$ cat src/include/ctm_regs.svh
// Contract
// - Start in Off mode after power-up.
// - Off selectable in every host mode.
// - Bus wake activity ignored while Off.
// - Normal entered only by serial command.
// - Normal allowed only in host Normal.
// - Driver dominant while transmit input low.
// - Wait enabling time before passing dominant.
// - Only first dominant after enabling transmitted.
// - Bus level presented on receive output.
// - Receive-only mode suppresses transmission.
// - Bus message in Wake Capable raises wake.
// - Path carries data up to 2Mbaud.
// - After wake, receive output low until change.
// - Mode reads Wake Capable 01 after wake.
// - Receive-only only in host Normal or Stop.
// - Wake pattern: two timed dominants, timed gap.
`ifndef CTM_REGS_SVH
`define CTM_REGS_SVH

// ====================================================================
// Timing
`define CTM_CLK_MHZ 250
`define CTM_MAX_BAUD 2000000
`define CTM_T_WAKE1_NS 500
`define CTM_T_WAKE2_NS 5000
`define CTM_WAKE1_CYC ((`CTM_T_WAKE1_NS * `CTM_CLK_MHZ + 999) / 1000)
`define CTM_WAKE2_CYC ((`CTM_T_WAKE2_NS * `CTM_CLK_MHZ) / 1000)

// ====================================================================
// Widths and reset values
`define CTM_WAKE_CNT_W 12
`define CTM_EN_CNT_W 16
`define CTM_SYNC_RESET 3'h7

`endif

$ cat src/include/ctm_pkg.sv
package ctm_pkg;

  // ==================================================================
  // Modes and states
  typedef enum logic [1:0] {
    CTM_MODE_OFF = 2'b00,
    CTM_MODE_WAKE = 2'b01,
    CTM_MODE_RXONLY = 2'b10,
    CTM_MODE_NORMAL = 2'b11
  } ctm_mode_t;

  typedef enum logic [2:0] {
    CTM_SBC_NORMAL = 3'b000,
    CTM_SBC_STOP = 3'b001,
    CTM_SBC_SLEEP = 3'b010,
    CTM_SBC_RESTART = 3'b011,
    CTM_SBC_FAILSAFE = 3'b100
  } ctm_sbc_t;

  typedef enum logic [1:0] {
    CTM_WK_IDLE = 2'b00,
    CTM_WK_DOM1 = 2'b01,
    CTM_WK_REC = 2'b10,
    CTM_WK_DOM2 = 2'b11
  } ctm_wstate_t;

  // ==================================================================
  // Carriers and state records
  typedef struct packed {
    logic valid;
    ctm_mode_t mode;
  } ctm_cmd_t;

  typedef struct packed {
    ctm_wstate_t st;
    logic [11:0] cnt;
    logic prevLevel;
    logic hit;
  } ctm_wk_st_t;

  typedef struct packed {
    logic [2:0] txSync;
    logic txLevel;
    logic [2:0] rxSync;
    logic rxLevel;
    ctm_mode_t mode;
    ctm_sbc_t sbcPrev;
    logic [15:0] enCnt;
    logic enDone;
    logic txArmed;
    logic woken;
    logic wake;
    logic drive;
    logic rxOut;
  } ctm_top_st_t;

endpackage

$ cat src/verilog/ctm_mode_control.sv
`timescale 1ns/1ps
`include "ctm_regs.svh"

module ctm_mode_control (
  input wire logic clk,
  input wire logic reset_n,
  input wire ctm_pkg::ctm_sbc_t sbcMode,
  input wire ctm_pkg::ctm_cmd_t modeCmd,
  input wire logic [15:0] enableCycles,
  input wire logic busTxDataIn,
  input wire logic busRxLevel,
  output logic busDriveDominant,
  output logic busRxDataOut,
  output ctm_pkg::ctm_mode_t modeStatus,
  output logic enableDone,
  output logic wakeEvent,
  output logic busWoken
);

  localparam ctm_pkg::ctm_top_st_t RESET_ST = '{
    txSync: `CTM_SYNC_RESET,
    txLevel: 1'b1,
    rxSync: `CTM_SYNC_RESET,
    rxLevel: 1'b1,
    mode: ctm_pkg::CTM_MODE_OFF,
    sbcPrev: ctm_pkg::CTM_SBC_NORMAL,
    enCnt: 16'h0000,
    enDone: 1'b0,
    txArmed: 1'b0,
    woken: 1'b0,
    wake: 1'b0,
    drive: 1'b0,
    rxOut: 1'b1
  };

  ctm_pkg::ctm_top_st_t q;
  ctm_pkg::ctm_top_st_t d;
  logic wakeHit;
  logic wakeArm;
  logic sbcEntered;

  // ==================================================================
  // Mode legality
  // Wake Capable is listed for every host mode because fail-safe enters it
  // on its own; the command path shares the same check.
  function automatic logic modeAllowed(input ctm_pkg::ctm_mode_t m,
                                       input ctm_pkg::ctm_sbc_t s);
    logic ok;
    ok = 1'b0;
    case (m)
      ctm_pkg::CTM_MODE_OFF: begin
        ok = 1'b1;
      end
      ctm_pkg::CTM_MODE_WAKE: begin
        ok = 1'b1;
      end
      ctm_pkg::CTM_MODE_RXONLY: begin
        ok = (s == ctm_pkg::CTM_SBC_NORMAL) || (s == ctm_pkg::CTM_SBC_STOP);
      end
      ctm_pkg::CTM_MODE_NORMAL: begin
        ok = (s == ctm_pkg::CTM_SBC_NORMAL);
      end
      default: begin
        ok = 1'b0;
      end
    endcase
    return ok;
  endfunction

  assign sbcEntered = (sbcMode != q.sbcPrev);
  assign wakeArm = (q.mode == ctm_pkg::CTM_MODE_WAKE) && !q.woken;

  ctm_wake_detect u_wake (
    .clk(clk),
    .reset_n(reset_n),
    .arm(wakeArm),
    .busLevel(q.rxLevel),
    .hit(wakeHit)
  );

  // ==================================================================
  // Next state
  always_comb begin
    d = q;
    // Pin inputs pass three stages; a level counts once stages two and three agree.
    d.txSync = {q.txSync[1:0], busTxDataIn};
    d.rxSync = {q.rxSync[1:0], busRxLevel};
    if (q.txSync[1] == q.txSync[2]) begin
      d.txLevel = q.txSync[2];
    end
    if (q.rxSync[1] == q.rxSync[2]) begin
      d.rxLevel = q.rxSync[2];
    end
    d.sbcPrev = sbcMode;

    if (q.mode == ctm_pkg::CTM_MODE_NORMAL && !q.enDone) begin
      if (q.enCnt <= 16'h0001) begin
        d.enDone = 1'b1;
      end
      if (q.enCnt != 16'h0000) begin
        d.enCnt = q.enCnt - 16'h0001;
      end
    end

    // Arming needs a recessive level after the wait, so a dominant held
    // across the end of the wait is never cut into a short bit.
    if (q.mode == ctm_pkg::CTM_MODE_NORMAL && q.enDone && q.txLevel) begin
      d.txArmed = 1'b1;
    end

    if (modeCmd.valid && modeAllowed(modeCmd.mode, sbcMode)) begin
      d.mode = modeCmd.mode;
      if (modeCmd.mode == ctm_pkg::CTM_MODE_NORMAL && q.mode != ctm_pkg::CTM_MODE_NORMAL) begin
        d.enCnt = enableCycles;
        d.enDone = (enableCycles == 16'h0000);
        d.txArmed = 1'b0;
      end
      if (modeCmd.mode != q.mode) begin
        d.woken = 1'b0;
      end
    end

    if (sbcEntered && sbcMode == ctm_pkg::CTM_SBC_FAILSAFE) begin
      d.mode = ctm_pkg::CTM_MODE_WAKE;
    end
    if (!modeAllowed(d.mode, sbcMode)) begin
      d.mode = ctm_pkg::CTM_MODE_WAKE;
    end

    // Entering a low-power or fail-safe host mode re-arms wake detection.
    if (sbcEntered && (sbcMode == ctm_pkg::CTM_SBC_STOP || sbcMode == ctm_pkg::CTM_SBC_SLEEP
                       || sbcMode == ctm_pkg::CTM_SBC_FAILSAFE)) begin
      d.woken = 1'b0;
    end

    if (d.mode != ctm_pkg::CTM_MODE_NORMAL) begin
      d.enDone = 1'b0;
      d.txArmed = 1'b0;
      d.enCnt = 16'h0000;
    end

    // Detections only arrive while armed in Wake Capable, so Off ignores them.
    d.wake = wakeHit && wakeArm;
    if (d.wake && d.mode == ctm_pkg::CTM_MODE_WAKE) begin
      d.woken = 1'b1;
    end
    if (d.mode != ctm_pkg::CTM_MODE_WAKE) begin
      d.woken = 1'b0;
    end

    // Latency is a few 4 ns cycles, far below a 500 ns bit at the top rate.
    d.drive = (q.mode == ctm_pkg::CTM_MODE_NORMAL) && q.txArmed && !q.txLevel;

    if (q.mode == ctm_pkg::CTM_MODE_WAKE && q.woken) begin
      d.rxOut = 1'b0;
    end else if (q.mode == ctm_pkg::CTM_MODE_NORMAL || q.mode == ctm_pkg::CTM_MODE_RXONLY) begin
      d.rxOut = q.rxLevel;
    end else begin
      d.rxOut = 1'b1;
    end
  end

  always_ff @(posedge clk) begin
    if (!reset_n) begin
      q <= RESET_ST;
    end else begin
      q <= d;
    end
  end

  assign busDriveDominant = q.drive;
  assign busRxDataOut = q.rxOut;
  assign modeStatus = q.mode;
  assign enableDone = q.enDone;
  assign wakeEvent = q.wake;
  assign busWoken = q.woken;

  // ==================================================================
  // Checks
  property p_off_after_reset;
    @(posedge clk)
    !reset_n |=> modeStatus == ctm_pkg::CTM_MODE_OFF && !busDriveDominant;
  endproperty
  a_off_after_reset: assert property (p_off_after_reset) else $error("not off after reset");

  property p_off_any_mode;
    @(posedge clk) disable iff (!reset_n)
    (modeCmd.valid && modeCmd.mode == ctm_pkg::CTM_MODE_OFF
     && !(sbcEntered && sbcMode == ctm_pkg::CTM_SBC_FAILSAFE))
    |=> modeStatus == ctm_pkg::CTM_MODE_OFF;
  endproperty
  a_off_any_mode: assert property (p_off_any_mode) else $error("off command refused");

  property p_off_no_wake;
    @(posedge clk) disable iff (!reset_n)
    modeStatus == ctm_pkg::CTM_MODE_OFF |=> !wakeEvent && !busWoken;
  endproperty
  a_off_no_wake: assert property (p_off_no_wake) else $error("wake seen in off");

  property p_normal_by_cmd;
    @(posedge clk) disable iff (!reset_n)
    $rose(modeStatus == ctm_pkg::CTM_MODE_NORMAL)
    |-> $past(modeCmd.valid && modeCmd.mode == ctm_pkg::CTM_MODE_NORMAL);
  endproperty
  a_normal_by_cmd: assert property (p_normal_by_cmd) else $error("normal without cmd");

  property p_normal_host;
    @(posedge clk) disable iff (!reset_n)
    modeStatus == ctm_pkg::CTM_MODE_NORMAL |-> $past(sbcMode) == ctm_pkg::CTM_SBC_NORMAL;
  endproperty
  a_normal_host: assert property (p_normal_host) else $error("normal outside host normal");

  property p_drive_follows;
    @(posedge clk) disable iff (!reset_n)
    busDriveDominant |-> $past(!q.txLevel && modeStatus == ctm_pkg::CTM_MODE_NORMAL);
  endproperty
  a_drive_follows: assert property (p_drive_follows) else $error("drive not from input");

  property p_enable_wait;
    @(posedge clk) disable iff (!reset_n)
    (modeCmd.valid && modeCmd.mode == ctm_pkg::CTM_MODE_NORMAL && enableCycles == 16'h0003
     && modeStatus != ctm_pkg::CTM_MODE_NORMAL && sbcMode == ctm_pkg::CTM_SBC_NORMAL
     && !sbcEntered)
    |=> (!enableDone && !busDriveDominant)[*3] ##1 enableDone;
  endproperty
  a_enable_wait: assert property (p_enable_wait) else $error("enabling time wrong");

  property p_first_dom_after;
    @(posedge clk) disable iff (!reset_n)
    $rose(busDriveDominant) |-> $past(q.txArmed) && $past(enableDone, 2);
  endproperty
  a_first_dom_after: assert property (p_first_dom_after) else $error("early dominant");

  property p_arm_needs_rec;
    @(posedge clk) disable iff (!reset_n)
    $rose(q.txArmed) |-> $past(q.enDone && q.txLevel);
  endproperty
  a_arm_needs_rec: assert property (p_arm_needs_rec) else $error("armed without recessive");

  property p_rx_follows;
    @(posedge clk) disable iff (!reset_n)
    $past(modeStatus == ctm_pkg::CTM_MODE_NORMAL || modeStatus == ctm_pkg::CTM_MODE_RXONLY)
    |-> busRxDataOut == $past(q.rxLevel);
  endproperty
  a_rx_follows: assert property (p_rx_follows) else $error("receive output stale");

  property p_rxonly_silent;
    @(posedge clk) disable iff (!reset_n)
    modeStatus == ctm_pkg::CTM_MODE_RXONLY |=> !busDriveDominant;
  endproperty
  a_rxonly_silent: assert property (p_rxonly_silent) else $error("drive in rx only");

  property p_wake_sets;
    @(posedge clk) disable iff (!reset_n)
    wakeEvent && modeStatus == ctm_pkg::CTM_MODE_WAKE |-> busWoken;
  endproperty
  a_wake_sets: assert property (p_wake_sets) else $error("wake not latched");

  property p_woken_rx_low;
    @(posedge clk) disable iff (!reset_n)
    busWoken && modeStatus == ctm_pkg::CTM_MODE_WAKE |=> !busRxDataOut;
  endproperty
  a_woken_rx_low: assert property (p_woken_rx_low) else $error("rx not low after wake");

  property p_woken_mode;
    @(posedge clk) disable iff (!reset_n)
    busWoken |-> modeStatus == ctm_pkg::CTM_MODE_WAKE;
  endproperty
  a_woken_mode: assert property (p_woken_mode) else $error("woken outside wake mode");

  property p_rxonly_host;
    @(posedge clk) disable iff (!reset_n)
    $rose(modeStatus == ctm_pkg::CTM_MODE_RXONLY)
    |-> $past(sbcMode) == ctm_pkg::CTM_SBC_NORMAL || $past(sbcMode) == ctm_pkg::CTM_SBC_STOP;
  endproperty
  a_rxonly_host: assert property (p_rxonly_host) else $error("rx only in wrong host mode");

  property p_tx_latency;
    @(posedge clk) disable iff (!reset_n)
    (modeStatus == ctm_pkg::CTM_MODE_NORMAL && q.txArmed && !busTxDataIn)[*6]
    |-> busDriveDominant;
  endproperty
  a_tx_latency: assert property (p_tx_latency) else $error("transmit path too slow");

endmodule

$ cat src/verilog/ctm_wake_detect.sv
`timescale 1ns/1ps
`include "ctm_regs.svh"

module ctm_wake_detect (
  input wire logic clk,
  input wire logic reset_n,
  input wire logic arm,
  input wire logic busLevel,
  output logic hit
);

  localparam logic [11:0] W1 = 12'(`CTM_WAKE1_CYC);
  localparam logic [11:0] W2 = 12'(`CTM_WAKE2_CYC);

  ctm_pkg::ctm_wk_st_t q;
  ctm_pkg::ctm_wk_st_t d;
  logic phaseOk;

  assign hit = q.hit;
  assign phaseOk = (q.cnt >= W1) && (q.cnt < W2);

  // ==================================================================
  // Pattern tracking
  // A phase length is judged at the edge that ends it; the second dominant
  // fires as soon as it reaches the minimum, so no trailing edge is needed.
  always_comb begin
    d = q;
    d.hit = 1'b0;
    d.prevLevel = busLevel;
    if (!arm) begin
      d.st = ctm_pkg::CTM_WK_IDLE;
      d.cnt = 12'h001;
    end else if (busLevel != q.prevLevel) begin
      d.cnt = 12'h001;
      case (q.st)
        ctm_pkg::CTM_WK_IDLE: begin
          d.st = busLevel ? ctm_pkg::CTM_WK_IDLE : ctm_pkg::CTM_WK_DOM1;
        end
        ctm_pkg::CTM_WK_DOM1: begin
          d.st = phaseOk ? ctm_pkg::CTM_WK_REC : ctm_pkg::CTM_WK_IDLE;
        end
        ctm_pkg::CTM_WK_REC: begin
          d.st = phaseOk ? ctm_pkg::CTM_WK_DOM2 : ctm_pkg::CTM_WK_DOM1;
        end
        default: begin
          d.st = ctm_pkg::CTM_WK_IDLE;
        end
      endcase
    end else begin
      if (q.cnt != 12'hfff) begin
        d.cnt = q.cnt + 12'h001;
      end
      if (q.st == ctm_pkg::CTM_WK_DOM2 && q.cnt == W1 - 12'h001) begin
        d.hit = 1'b1;
        d.st = ctm_pkg::CTM_WK_IDLE;
      end
    end
  end

  always_ff @(posedge clk) begin
    if (!reset_n) begin
      q <= '{st: ctm_pkg::CTM_WK_IDLE, cnt: 12'h001, prevLevel: 1'b1, hit: 1'b0};
    end else begin
      q <= d;
    end
  end

  property p_hit_from_dom2;
    @(posedge clk) disable iff (!reset_n)
    hit |-> $past(q.st) == ctm_pkg::CTM_WK_DOM2 && !$past(busLevel);
  endproperty
  a_hit_from_dom2: assert property (p_hit_from_dom2) else $error("wake without pattern");

endmodule

$ cat config.mk
export PLATFORM = sky130hd
export DESIGN_NAME = ctm_mode_control
export DESIGN_NICKNAME = d
export VERILOG_FILES = /design/src/include/ctm_pkg.sv /design/src/verilog/ctm_mode_control.sv /design/src/verilog/ctm_wake_detect.sv
export VERILOG_INCLUDE_DIRS = /design/src /design/src/include
export SDC_FILE = /design/constraint.sdc
export NUM_CORES = 1
export LEC_CHECK = 0
export BUFFER_PORTS_ARGS = -buffer_cell sky130_fd_sc_hd__buf_2
export CORE_MARGIN = 4
export CORE_UTILIZATION = 40
export CTS_CLUSTER_DIAMETER = 30
export DETAILED_ROUTE_END_ITERATION = 7
export GPL_ROUTABILITY_DRIVEN = 0
export GPL_TIMING_DRIVEN = 0
export SETUP_SLACK_MARGIN = 0.2
export SKIP_CTS_REPAIR_TIMING = 1
export SLEW_MARGIN = 0
export SYNTH_ARGS = -nofsm -noshare
export SYNTH_HDL_FRONTEND = slang
export SYNTH_SLANG_ARGS = --single-unit
$ cat constraint.sdc
create_clock -name clk -period 3.9 [get_ports clk]
set_input_delay 0.39 -clock clk [delete_from_list [all_inputs] [get_ports clk]]
set_output_delay 0.39 -clock clk [all_outputs]
set_load 0.005 [all_outputs]
==> summary.md <==
| Metric | Value |
|---|---|
| Tot GR Track Use | `16.1%` |
| Yosys top cell area share | `38.4%` |
| ANT cells | `0` |
| CTS tree | `yes` |
| H-tree depth | `2` |
| Post-DRT Antenna Nets | `0` |
| Vias in the first global route | `2237` |
| Fraction of layout cells with a size suffix above 1 | `15.0%` |
| Max-cap viol count | `0` |
| Largest stage delay, worst path | `0.56 ns` |
| Met2 Usage GRT | `24.5%` |
| Die width | `89.6 um` |
| Largest area contributor in the netlist | `dfxtp_1` |
| M3 GR Usage | `3.50%` |
| Critical Path RT | `4.10 ns` |
| Syn Std Cell Area | `2660 um2` |
| Clk pin slew, worst setup/hold paths | `0.10 ns` |
| Clock Latency Late Sink | `0.30 ns` |
| Most Crowded Layer GR | `met2` |
| Die H | `89.6 um` |
| GRT Residual Overflow | `0` |
| Initial Util | `41.4%` |
| #FFs+latches synth | `51` |
| Final setup viols | `0` |
| Mapped Avg Cell Area | `8.61 um2` |
| Final #Nets | `379` |
| Cts bufs inserted | `5` |
| Post-synthesis cell count | `309` |
| Clk buf depth | `2` |
| IO buf count | `30` |
| Worst Setup Slack, final | `1.48 ns` |
| Routed vias/inst | `5.46` |
| Reg area | `1020 um2` |
| Most common cell in the netlist | `dfxtp_1` |
| Largest net degree at the start of global routing | `18` |
| Final Hold Fails | `0` |
| WHS | `0.254 ns` |
| FP Rows | `29` |
| Area growth syn-to-layout | `13.6%` |
| Area after DPL | `2910 um2` |
| Critical path arrival | `2.62 ns` |
| First-pass GRT wire length | `10200 um` |
| DR WL/cell | `14.3 um` |
| Core footprint | `6420 um2` |
| Drt total wl | `6050 um` |
| Ys Warns | `0` |
| Endpoint class of the critical path | `register` |
| Critical path cell sequence | `or4_4 -> or4_4 -> buf_6 -> o21ai_2 -> mux2_2 -> a211oi_1` |
| Final HPWL DP | `4550 um` |
| Crit start category | `register` |
| Final Cycle Share | `62.0%` |
| Share of synthesized registers carrying an async set or reset | `0%` |
| Clk Tree Root Cell | `clkbuf_8` |
| Slew margin rel. | `25.0%` |
| Worst Path Max Fanout | `6` |
| Top post-synthesis cells by area | `dfxtp_1 (38%), nor2_1 (5.5%), a211oi_1 (4.5%)` |
| Vias | `2313` |
| Clock skew | `0.00688 ns` |
| CP delay by family, top | `simple AND/OR/NAND/NOR gates` |
| IO Count | `33` |
| First-iteration detailed-routing DRC count | `135` |
| Placement Setup Slack | `1.46 ns` |
| Most used cell, CP | `or4_4` |
| Final instance area | `3020 um2` |
| Worst VDD drop | `0.173 mV` |
| Slew @ Worst Pin | `1.12 ns` |
| Synth cell count leaders | `dfxtp_1 (51), nor2_1 (39), a211oi_1 (16)` |
| Synth unique cells | `50` |
| Final Total Pwr | `0.000966 W` |
| Post-synthesis sequential area ratio | `38.4%` |
| Cell leakage power | `1.05 nW` |
| PD cells | `320 nW/um2` |
| # clock sinks | `51` |
| Filler cell count | `636` |
| Multi-input gate area | `1520 um2` |
| Number of synthesized flops with an enable pin | `0` |
| Setup TNS | `0 ns` |
| RSZ-0062 raised after global routing | `false` |
| Status | `completed` |
| Initial antenna violation count | `0` |
| FMAX | `413 MHz` |
| CP Class | `register to register` |
| Full die area | `8020 um2` |
| Main synth FF type | `dfxtp_1` |
| Met1 Use GR | `23.1%` |
| Tmin final | `2.42 ns` |
| Max Slew Vio Count | `0` |
| TritonRoute pass-1 iters | `4` |
| Slowest cell on crit path | `or4_4` |
| Synth Net Count | `342` |
| Min-Delay Path Class | `input port to register` |
| Worst path buffer plus inverter count | `1` |
| Residual DRC | `0` |
==> metrics by stage <==
stage,util (%),instances
2_1_floorplan,-,309
3_3_place_gp,45.3,416
3_5_place_dp,45.3,416
4_1_cts,47.1,424
5_1_grt,47.1,424
6_report,47.1,424
==> routing by layer <==
metal | vias to the layer above | wire (um) | part of all wire [%]
met2 | 40 | 2620 | 43
met3 | 7 | 226 | 3.7
li1 | 1190 | - | -
met1 | 1076 | 3150 | 52
met4 | 0 | 60 | 0.99
met5 | - | 0 | 0
==> worst paths after layout <==
path	from	endpoint	slack (ns)	cells past startpoint
worst max-delay path	q[9]	q[7]	1.48	6
worst min-delay path	busTxDataIn	d[33]	0.25	2
worst max register to register	q[9]	q[7]	1.48	6
worst min register to register	d[33]	d[34]	0.41	1
==> sequential cells by signal, summed over array words and instances (netlist names) <==
| signal | flops |
|---|---|
| busDriveDominant | 1 |
| busRxDataOut | 1 |
| busWoken | 1 |
| d | 4 |
| enableDone | 1 |
| modeStatus | 2 |
| q | 24 |
| u_wake.hit | 1 |
| u_wake.q | 15 |
| wakeEvent | 1 |
==> layout make-up <==
cell class / count / area share (%)
timing repair buffer: 30 / 4.97
clock buffer: 5 / 2.28
sequential: 51 / 33.8
buffer: 17 / 2.65
multi-input combinational: 229 / 50.1
inverter: 12 / 1.49
tap: 77 / 3.19
clock inverter: 3 / 1.53
==> power by group <==
group / total (W) / switching, W / leakage [nW] / internal, W
logic: 0.0000609 / 0.0000354 / 0.577 / 0.0000255
registers: 0.000531 / 0.00000400 / 0.413 / 0.000527
clock network: 0.000374 / 0.000181 / 0.0548 / 0.000193
total: 0.000966 / 0.000220 / 1.05 / 0.000746
==> placed cells by master (no fill, tap or decap), types with 9 or more instances in the layout <==
master	count
clkbuf_1	13
nor2_1	39
buf_2	31
xor2_1	11
nor4_1	9
nand3_1	10
dfxtp_1	51
nand2_1	14
inv_1	12
a211oi_1	16
xnor2_1	12
nor3_1	15
==> kinds of logic after synthesis <==
logic type               synth area share [%]
flip-flops                               38.4
buffers and inverters                    4.70
multiplexers                             1.93
adder cells (fa/ha/maj)                  3.29
XOR/XNOR                                 7.57
AND/OR/NAND/NOR                          28.0
AO/OA/AOI/OAI                            16.2
No activity file was read; power rests on OpenSTA's default activity.
